$ cat config.mk
export PLATFORM = sky130hd
export DESIGN_NAME = dosseq_top
export DESIGN_NICKNAME = d
export VERILOG_FILES = /design/src/rtl/dosseq_pwm_gate.v /design/src/rtl/dosseq_ramp.v /design/src/rtl/dosseq_top.v
export VERILOG_INCLUDE_DIRS = /design/src /design/src/include
export SDC_FILE = /design/constraint.sdc
export NUM_CORES = 1
export LEC_CHECK = 0
export ABC_AREA = 1
export BUFFER_PORTS_ARGS = -buffer_cell sky130_fd_sc_hd__buf_2
export CAP_MARGIN = 20
export CORE_AREA = 3 3 116 118
export CTS_CLUSTER_DIAMETER = 80
export DETAILED_ROUTE_END_ITERATION = 10
export DIE_AREA = 0 0 119 121
export GPL_TIMING_DRIVEN = 0
export PLACE_DENSITY = 0.7
export SLEW_MARGIN = 20
export SYNTH_ARGS = -nofsm -noshare
export SYNTH_HDL_FRONTEND = slang
export SYNTH_HIERARCHICAL = 1
export SYNTH_SLANG_ARGS = --single-unit
$ cat constraint.sdc
create_clock -name clk -period 2.4 [get_ports clk]
set_input_delay 0 -clock clk [delete_from_list [all_inputs] [get_ports clk]]
set_output_delay 0 -clock clk [all_outputs]
set_load 0.01 [all_outputs]
$ cat src/include/dosseq_consts.vh
// Constants for the dual output start-up sequencer
`ifndef DOSSEQ_CONSTS_VH
`define DOSSEQ_CONSTS_VH
// Startup order select codes
`define DOSSEQ_ORDER_C2_FIRST 2'h1
`define DOSSEQ_ORDER_C1_FIRST 2'h2
`define DOSSEQ_ORDER_INDEP    2'h0
// Clock rate in kHz
`define DOSSEQ_CLK_KHZ        50000
// Oscillator period in clock cycles (twice the channel rate)
`define DOSSEQ_OSC_DIV        84
// Inter-channel start delay in microseconds
`define DOSSEQ_SEQ_DELAY_US   400
// Soft-start ramp time in microseconds
`define DOSSEQ_SS_TIME_US     2100
// Reference code at the end of the ramp
`define DOSSEQ_REF_FULL       10'h3FF
// Pulses skipped after an overcurrent pulse
`define DOSSEQ_SKIP_PULSES    3'h6
`endif

$ cat src/rtl/dosseq_pwm_gate.v
// Per-channel PWM pulse gate with overcurrent pulse skipping
`timescale 1ns/1ps
`default_nettype none
`include "dosseq_consts.vh"
module dosseq_pwm_gate (
  input  wire clk,
  input  wire rst,
  input  wire run,
  input  wire soft_start,
  input  wire slot,
  input  wire overcurrent,
  output reg  pulse_r
);
  reg [2:0] skip_r;
  // ============================================================
  // Pulse issue and skip count
  // Skipping only in soft start lets inductor current decay
  always @(posedge clk or posedge rst)
  begin
    if (rst)
    begin
      skip_r  <= 3'h0;
      pulse_r <= 1'b0;
    end
    else if (!run)
    begin
      skip_r  <= 3'h0;
      pulse_r <= 1'b0;
    end
    else if (slot)
    begin
      if (skip_r != 3'h0)
      begin
        skip_r  <= skip_r - 3'h1;
        pulse_r <= 1'b0;
      end
      else
        pulse_r <= 1'b1;
    end
    else
    begin
      pulse_r <= 1'b0;
      if (pulse_r && overcurrent && soft_start)
        skip_r <= `DOSSEQ_SKIP_PULSES;
    end
  end
endmodule
`default_nettype wire

$ cat src/rtl/dosseq_ramp.v
// Soft-start digital reference ramp for one channel
`timescale 1ns/1ps
`default_nettype none
`include "dosseq_consts.vh"
module dosseq_ramp #(
  parameter STEP_CYC = 102,
  parameter W        = 10
)(
  input  wire         clk,
  input  wire         rst,
  input  wire         run,
  output reg  [W-1:0] ref_level_r,
  output reg          done_r
);
  reg [15:0] div_r;
  // ============================================================
  // Ramp stepping
  // Step interval sets total ramp length; reference held at top
  always @(posedge clk or posedge rst)
  begin
    if (rst)
    begin
      div_r       <= 16'h0000;
      ref_level_r <= {W{1'b0}};
      done_r      <= 1'b0;
    end
    else if (!run)
    begin
      div_r       <= 16'h0000;
      ref_level_r <= {W{1'b0}};
      done_r      <= 1'b0;
    end
    else if (!done_r)
    begin
      if (div_r == STEP_CYC[15:0] - 16'h0001)
      begin
        div_r <= 16'h0000;
        if (ref_level_r == {W{1'b1}})
          done_r <= 1'b1;
        else
          ref_level_r <= ref_level_r + {{(W-1){1'b0}}, 1'b1};
      end
      else
        div_r <= div_r + 16'h0001;
    end
  end
endmodule
`default_nettype wire

$ cat src/rtl/dosseq_top.v
// Start-up sequencer for a dual step-down converter
// What this block does
// - Below lockout keep bias, channels and switches off; oscillator still runs
// - Above lockout, enabled channel starts bias regulator
// - Bias good enables PWM and soft start
// - Oscillator runs at twice channel rate
// - Channels switch on alternating oscillator cycles
// - Active-low per-channel enable starts soft start
// - Both enables high: shutdown, bias off
// - Disable after regulation: upper switch off, pulldown off
// - Order select captured at power-on, three modes
// - Channel 2 first: channel 1 after delay
// - Channel 2 first: enable high stops both
// - Channel 2 first: channel 1 enable only keeps bias
// - Channel 1 first: channel 2 after delay
// - Channel 1 first: enable high stops both
// - Channel 1 first: channel 2 enable only keeps bias
// - Independent mode joint enable gives simultaneous ramps
// - Independent mode separate enables act independently
// - Each channel ramps reference then holds
// - Overcurrent in soft start skips six pulses
`timescale 1ns/1ps
`default_nettype none
`include "dosseq_consts.vh"
module dosseq_top #(
  parameter OSC_DIV   = `DOSSEQ_OSC_DIV,
  parameter SS_CYC    = (`DOSSEQ_SS_TIME_US * (`DOSSEQ_CLK_KHZ / 1000)),
  parameter DELAY_OSC = (`DOSSEQ_SEQ_DELAY_US * (`DOSSEQ_CLK_KHZ / 1000)
                         + `DOSSEQ_OSC_DIV - 1) / `DOSSEQ_OSC_DIV
)(
  input  wire       clk,
  input  wire       rst,
  input  wire       supply_lockout,
  input  wire       bias_good,
  input  wire       chan1_enable_n,
  input  wire       chan2_enable_n,
  input  wire [1:0] startup_order_select,
  input  wire       chan1_regulated,
  input  wire       chan2_regulated,
  input  wire       chan1_overcurrent,
  input  wire       chan2_overcurrent,
  output reg        bias_regulator_on_r,
  output reg        osc_tick_r,
  output reg        chan1_run_r,
  output reg        chan2_run_r,
  output reg        chan1_soft_start_r,
  output reg        chan2_soft_start_r,
  output wire [9:0] chan1_ref_level,
  output wire [9:0] chan2_ref_level,
  output wire       chan1_upper_switch,
  output wire       chan2_upper_switch,
  output reg        chan1_pulldown_r,
  output reg        chan2_pulldown_r,
  output reg  [1:0] order_mode_r
);
  // Sequencer states
  localparam ST_LOCK  = 3'h0;
  localparam ST_SHUT  = 3'h1;
  localparam ST_BIAS  = 3'h2;
  localparam ST_RUN   = 3'h3;
  localparam ST_STOP  = 3'h4;
  localparam SS_STEP  = SS_CYC / 1024;

  reg  [2:0]  state_r;
  reg  [2:0]  state_nxt;
  reg         mode_held_r;
  reg  [7:0]  osc_cnt_r;
  reg         phase_r;
  reg  [15:0] delay_r;
  reg         lead_done_r;
  reg         any_on_r;
  reg         en1_eff;
  reg         en2_eff;
  wire        en1;
  wire        en2;
  wire        ss1_done;
  wire        ss2_done;
  wire        pwm_ok;

  // Enables are active low; inputs already synchronous
  assign en1    = ~chan1_enable_n;
  assign en2    = ~chan2_enable_n;
  assign pwm_ok = (state_r == ST_RUN);

  // ============================================================
  // Oscillator and phase
  // divider at twice channel rate
  always @(posedge clk or posedge rst)
  begin
    if (rst)
    begin
      osc_cnt_r  <= 8'h00;
      osc_tick_r <= 1'b0;
      phase_r    <= 1'b0;
    end
    else if (osc_cnt_r == OSC_DIV[7:0] - 8'h01)
    begin
      osc_cnt_r  <= 8'h00;
      osc_tick_r <= 1'b1;
      phase_r    <= ~phase_r;
    end
    else
    begin
      osc_cnt_r  <= osc_cnt_r + 8'h01;
      osc_tick_r <= 1'b0;
    end
  end

  // ============================================================
  // Order select capture
  // latch mode once per power-on
  always @(posedge clk or posedge rst)
  begin
    if (rst)
    begin
      order_mode_r <= `DOSSEQ_ORDER_INDEP;
      mode_held_r  <= 1'b0;
    end
    else if (supply_lockout)
      mode_held_r <= 1'b0;
    else if (!mode_held_r && bias_good)
    begin
      order_mode_r <= startup_order_select;
      mode_held_r  <= 1'b1;
    end
  end

  // ============================================================
  // Effective channel enables per mode
  always @*
  begin
    en1_eff = 1'b0;
    en2_eff = 1'b0;
    case (order_mode_r)
      `DOSSEQ_ORDER_C2_FIRST:
      begin
        en2_eff = en2;
        en1_eff = en2 && lead_done_r;
      end
      `DOSSEQ_ORDER_C1_FIRST:
      begin
        en1_eff = en1;
        en2_eff = en1 && lead_done_r;
      end
      default:
      begin
        // each enable drives its own channel
        en1_eff = en1;
        en2_eff = en2;
      end
    endcase
  end

  // ============================================================
  // Main sequencer next state
  always @*
  begin
    state_nxt = state_r;
    case (state_r)
      ST_LOCK:
        if (!supply_lockout)
          state_nxt = ST_SHUT;
      ST_SHUT:
        if (supply_lockout)
          state_nxt = ST_LOCK;
        else if (en1 || en2)
          state_nxt = ST_BIAS;
      ST_BIAS:
        if (supply_lockout)
          state_nxt = ST_LOCK;
        else if (!(en1 || en2))
          state_nxt = ST_SHUT;
        // Wait for the captured order so no channel starts on a stale mode
        else if (bias_good && mode_held_r)
          state_nxt = ST_RUN;
      ST_RUN:
        if (supply_lockout)
          state_nxt = ST_LOCK;
        else if (!(en1 || en2))
          state_nxt = ST_SHUT;
        else if (!bias_good)
          state_nxt = ST_BIAS;
        else if (any_on_r &&
                 (((order_mode_r == `DOSSEQ_ORDER_C2_FIRST) && !en2) ||
                  ((order_mode_r == `DOSSEQ_ORDER_C1_FIRST) && !en1)))
          state_nxt = ST_STOP;
      ST_STOP:
        // Stay stopped until the lead enable is asserted again
        if (supply_lockout)
          state_nxt = ST_LOCK;
        else if (!(en1 || en2))
          state_nxt = ST_SHUT;
        else if ((order_mode_r == `DOSSEQ_ORDER_C2_FIRST) ? en2 : en1)
          state_nxt = ST_BIAS;
      default:
        state_nxt = ST_LOCK;
    endcase
  end

  // ============================================================
  // Sequencer state, bias control, channel run flags
  // Bias stays on in ST_STOP so a restart needs no recharge
  always @(posedge clk or posedge rst)
  begin
    if (rst)
    begin
      state_r             <= ST_LOCK;
      bias_regulator_on_r <= 1'b0;
      chan1_run_r         <= 1'b0;
      chan2_run_r         <= 1'b0;
      any_on_r            <= 1'b0;
    end
    else
    begin
      state_r             <= state_nxt;
      bias_regulator_on_r <= (state_nxt == ST_BIAS) ||
                             (state_nxt == ST_RUN) ||
                             (state_nxt == ST_STOP);
      // enabled channel runs once PWM allowed
      chan1_run_r <= (state_nxt == ST_RUN) && en1_eff;
      chan2_run_r <= (state_nxt == ST_RUN) && en2_eff;
      if (state_nxt != ST_RUN)
        any_on_r <= 1'b0;
      else if (chan1_regulated || chan2_regulated)
        any_on_r <= 1'b1;
    end
  end

  // ============================================================
  // Inter-channel start delay
  // delay counted in oscillator ticks
  always @(posedge clk or posedge rst)
  begin
    if (rst)
    begin
      delay_r     <= 16'h0000;
      lead_done_r <= 1'b0;
    end
    else if (!pwm_ok ||
             ((order_mode_r == `DOSSEQ_ORDER_C2_FIRST) &&
              !(en2 && chan2_regulated && ss2_done)) ||
             ((order_mode_r == `DOSSEQ_ORDER_C1_FIRST) &&
              !(en1 && chan1_regulated && ss1_done)))
    begin
      // Once the follower started, lead loss is handled by ST_STOP
      if (!pwm_ok)
      begin
        delay_r     <= 16'h0000;
        lead_done_r <= 1'b0;
      end
      else if (!lead_done_r)
        delay_r <= 16'h0000;
    end
    else if (!lead_done_r && osc_tick_r)
    begin
      if (delay_r == DELAY_OSC[15:0] - 16'h0001)
        lead_done_r <= 1'b1;
      else
        delay_r <= delay_r + 16'h0001;
    end
  end

  // ============================================================
  // Soft-start flags and pulldown
  always @(posedge clk or posedge rst)
  begin
    if (rst)
    begin
      chan1_soft_start_r <= 1'b0;
      chan2_soft_start_r <= 1'b0;
      chan1_pulldown_r   <= 1'b0;
      chan2_pulldown_r   <= 1'b0;
    end
    else
    begin
      chan1_soft_start_r <= chan1_run_r && !ss1_done;
      chan2_soft_start_r <= chan2_run_r && !ss2_done;
      // pulldown never turned on by disable
      chan1_pulldown_r   <= 1'b0;
      chan2_pulldown_r   <= 1'b0;
    end
  end

  // ============================================================
  // Per-channel ramps
  // reference ramp then hold
  dosseq_ramp #(
    .STEP_CYC (SS_STEP),
    .W        (10)
  ) u_ramp1 (
    .clk         (clk),
    .rst         (rst),
    .run         (chan1_run_r),
    .ref_level_r (chan1_ref_level),
    .done_r      (ss1_done)
  );

  dosseq_ramp #(
    .STEP_CYC (SS_STEP),
    .W        (10)
  ) u_ramp2 (
    .clk         (clk),
    .rst         (rst),
    .run         (chan2_run_r),
    .ref_level_r (chan2_ref_level),
    .done_r      (ss2_done)
  );

  // ============================================================
  // Pulse gates; upper switch off when channel not running
  // skip pulses after overcurrent
  dosseq_pwm_gate u_gate1 (
    .clk         (clk),
    .rst         (rst),
    .run         (chan1_run_r),
    .soft_start  (chan1_soft_start_r),
    .slot        (osc_tick_r && !phase_r),
    .overcurrent (chan1_overcurrent),
    .pulse_r     (chan1_upper_switch)
  );

  dosseq_pwm_gate u_gate2 (
    .clk         (clk),
    .rst         (rst),
    .run         (chan2_run_r),
    .soft_start  (chan2_soft_start_r),
    .slot        (osc_tick_r && phase_r),
    .overcurrent (chan2_overcurrent),
    .pulse_r     (chan2_upper_switch)
  );
endmodule
`default_nettype wire

==> out/metrics.cfg <==
[drt]
wirelength_um=13000
num_vias=5300
dr.pass1.iters=4
drc_errors=0
top_layer=met4
viasPerCell=4.97
wl_met1_um=6330
drtIter0Drc=248
wl_met3_um=486
dr_wl_met2_um=6040
routedWlPerCell_um=12.2
ant_nets=0

[cts]
root_buffer=clkbuf_16
h-tree-depth=3
cts_sinks=101
cts_setup_buffers=0
clk_pin_slew_ps=80
cts_tree=built
cts_max_path_buffers=2
numCtsBuffers=9
cts-resized-gates=0
insertion_delay_ps=350

[worst_setup_path]
critPathTopFamily=simple AND/OR/NAND/NOR gates
cp_slowest_cell=dfrtp_1
setup.worst_path.class=flop to flop
cp.required_ps=2640
slowest_delay_ps=450
cp-start-kind=flop
path_common_cell=nand2_1
cp_max_fo=10
crit_buf_inv=3
arrival_ps=1980
crit_path_cell_trace=inv_1, ha_1, inv_1, nor2_1, nand2_1, nor2_2, nand2_1, nand3_4, nand2_4, buf_6, nand2_1, nand2_1
crit_path_end_kind=flop

[finish]
layout-drive-gt1-share_pct=17.8
diodes=0
area_growth_syn_to_layout_pct=13.0
final_area_mm2=0.00699
fin_nets=915
post-route-util_pct=55.6

[sta]
rsz0062_at_grt=no
hold_violations=0
report.final.slew_viol_count=0
finalWorstSetupSlack_ps=658
finalCritPeriodShare_pct=72.6
setup_viol=0
max_freq_mhz=574
slew_headroom_pct=60.4
setup_tns_ps=0
worst_pin_slew_ps=594
final.setup_skew_ps=9.82
period_needed_ps=1740

[synthesis]
yosysUniqueCellTypes=39
postSynthCellCount=829
synth_top_area_cell=dfrtp_1
avgSynthCellArea_um2=7.46
yosysSeqAreaShare_pct=40.8
ys.warnings.count=6
netlist_area_mm2=0.00619
yosys_register_bits=101
netlist.area_leader.share_pct=40.8
synth.area.top_cells=dfrtp_1 41%, nand2_1 13%, nor2_1 7.3%

[die]
initial_utilization_pct=49.2
num_rows=41
ioPinCount=44
dieArea_mm2=0.0144
coreArea_mm2=0.0126
fp.dieW_um=119
die_h_um=121

[global_route]
grt-ovfl-total=0
grt_max_degree=31
grt_pass1_vias=5059
antenna_found_initial=0
grt_usage_pct=19.7
grt_pass1_wl_um=23400

[placement]
gp_congestion=0.880
pre_cts_ws_ps=675
dp_hpwl_um=9570
io_buffer_count=41
dpl_cell_area_mm2=0.00663

[power_and_ir_drop]
powerDensity_mw_per_mm2=485
p_leak_nw=3.31
peakVddDrop_mv=0.438
p_total_mw=3.39

[flow_run]
max_cap_violations=0

[outcome]
status=completed

[worst_hold_path]
hold_class=input pin to flop

[routing by layer]
layer  vias to the layer above  GRT usage, %
met3                        14          3.59
li1                       2743             -
met1                      2459          26.5
met2                        84          32.7
met5                         -             0
met4                         0          5.43
[power by group]
group / switching (mW) / internal (mW)
Clock: 0.698 / 0.729
Sequential: 0.0236 / 1.72
Combinational: 0.148 / 0.0749
Total: 0.869 / 2.52
[cells in the mapped netlist]
library cell / instances
nand2_1: 216
nor2_1: 120
dfrtp_1: 101
inv_1: 96
nand3_1: 74
nand2_2: 25
o21ai_2: 22
nand4_1: 18
xor2_1: 17
o21ai_0: 15
nor3_1: 14
ha_1: 13
a21oi_1: 12
nor2_2: 11
buf_6: 7
inv_2: 7
o21bai_1: 7
xnor2_1: 6
nand2_4: 5
or2_2: 5
o21ai_1: 4
buf_4: 3
nand3_4: 3
nor2_4: 3
o211ai_1: 3
a21o_1: 2
buf_2: 2
clkbuf_1: 2
clkinv_1: 2
mux2i_1: 2
nand3_2: 2
nand3b_1: 2
o22ai_1: 2
a21boi_0: 1
and2_1: 1
clkinv_4: 1
conb_1: 1
nor4_4: 1
o21ai_4: 1
[registers in the layout, summed over array words and instances, names as in the netlist, 8 cells and up]
name,count
u_ramp2/ref_level_r,10
u_ramp1/ref_level_r,10
delay_r,16
u_ramp2/div_r,16
osc_cnt_r,8
u_ramp1/div_r,16
[cells in the final DEF, fill, tap and decap left out, types with 3 or more instances in the layout]
cell type	instances
o21ai_1	4
dfrtp_1	101
xor2_1	17
xnor2_1	6
nor2_2	11
buf_2	43
o21ai_0	15
dlygate4sd3_1	7
inv_1	93
o21ai_2	22
nor2_4	3
nor2_1	120
buf_4	3
nand3_4	3
nand2_4	5
nand2_1	216
buf_6	7
a21oi_1	12
nand2_2	25
inv_2	10
o21bai_1	7
nand4_1	18
ha_1	13
nand3_1	74
o211ai_1	3
or2_2	5
clkbuf_16	9
nor3_1	14
inv_6	3
[kinds of logic after synthesis]
| logic type | count (synthesis) | share of synthesized area [%] |
|---|---|---|
| adders and majority gates | 13 | 2.63 |
| AOI/OAI and AO/OA | 69 | 7.66 |
| DFF | 101 | 40.8 |
| other | 1 | 0.0606 |
| muxes | 2 | 0.324 |
| buffers and inverters | 120 | 8.43 |
| and+or+nand+nor | 500 | 36.8 |
| xor gates and xnor gates | 23 | 3.26 |
[tightest hold or removal path, delay by kind of cell]
kind	cells	cell delay (ps)
compound gates	2	160
buf+inv	1	120
simple gates	1	50
[final cells by class]
cell class / instances / area, µm²
Buffer: 14 / 119
Timing Repair Buffer: 49 / 295
Tap cell: 172 / 215
Clock buffer: 9 / 225
Inverter: 106 / 403
Fill cell: 1210 / 5580
Sequential cell: 101 / 2530
Multi-Input combinational cell: 609 / 3140
Clock inverter: 7 / 63.8
[worst paths after layout]
check	depth (start not counted)	start	slack (ps)	endpoint
min in group asynchronous	3	rst	150	u_gate1/skip_r[2]
worst min-delay path	4	chan1_enable_n	7	chan2_run_r
max in group asynchronous	3	rst	1670	u_ramp2/div_r[4]
worst max register to register	12	delay_r[0]	660	delay_r[7]
worst min register to register	1	osc_cnt_r[0]	470	osc_cnt_r[0]
worst max-delay path	12	delay_r[0]	660	delay_r[7]
[through the flow]
stage / hold slack [ps] / std cells
after floorplan: -234 / 830
after global placement: -55.0 / 1043
after detailed placement: -47.0 / 1044
after CTS: 1.90 / 1067
after global routing: 53.7 / 1067
final: 6.95 / 1067
[timing repair]
item	CTS	global route
setup endpoints to repair	0	0
hold buffers	7	0
hold endpoints to repair	54	0
Note: power is estimated with default switching activity, not from simulation.
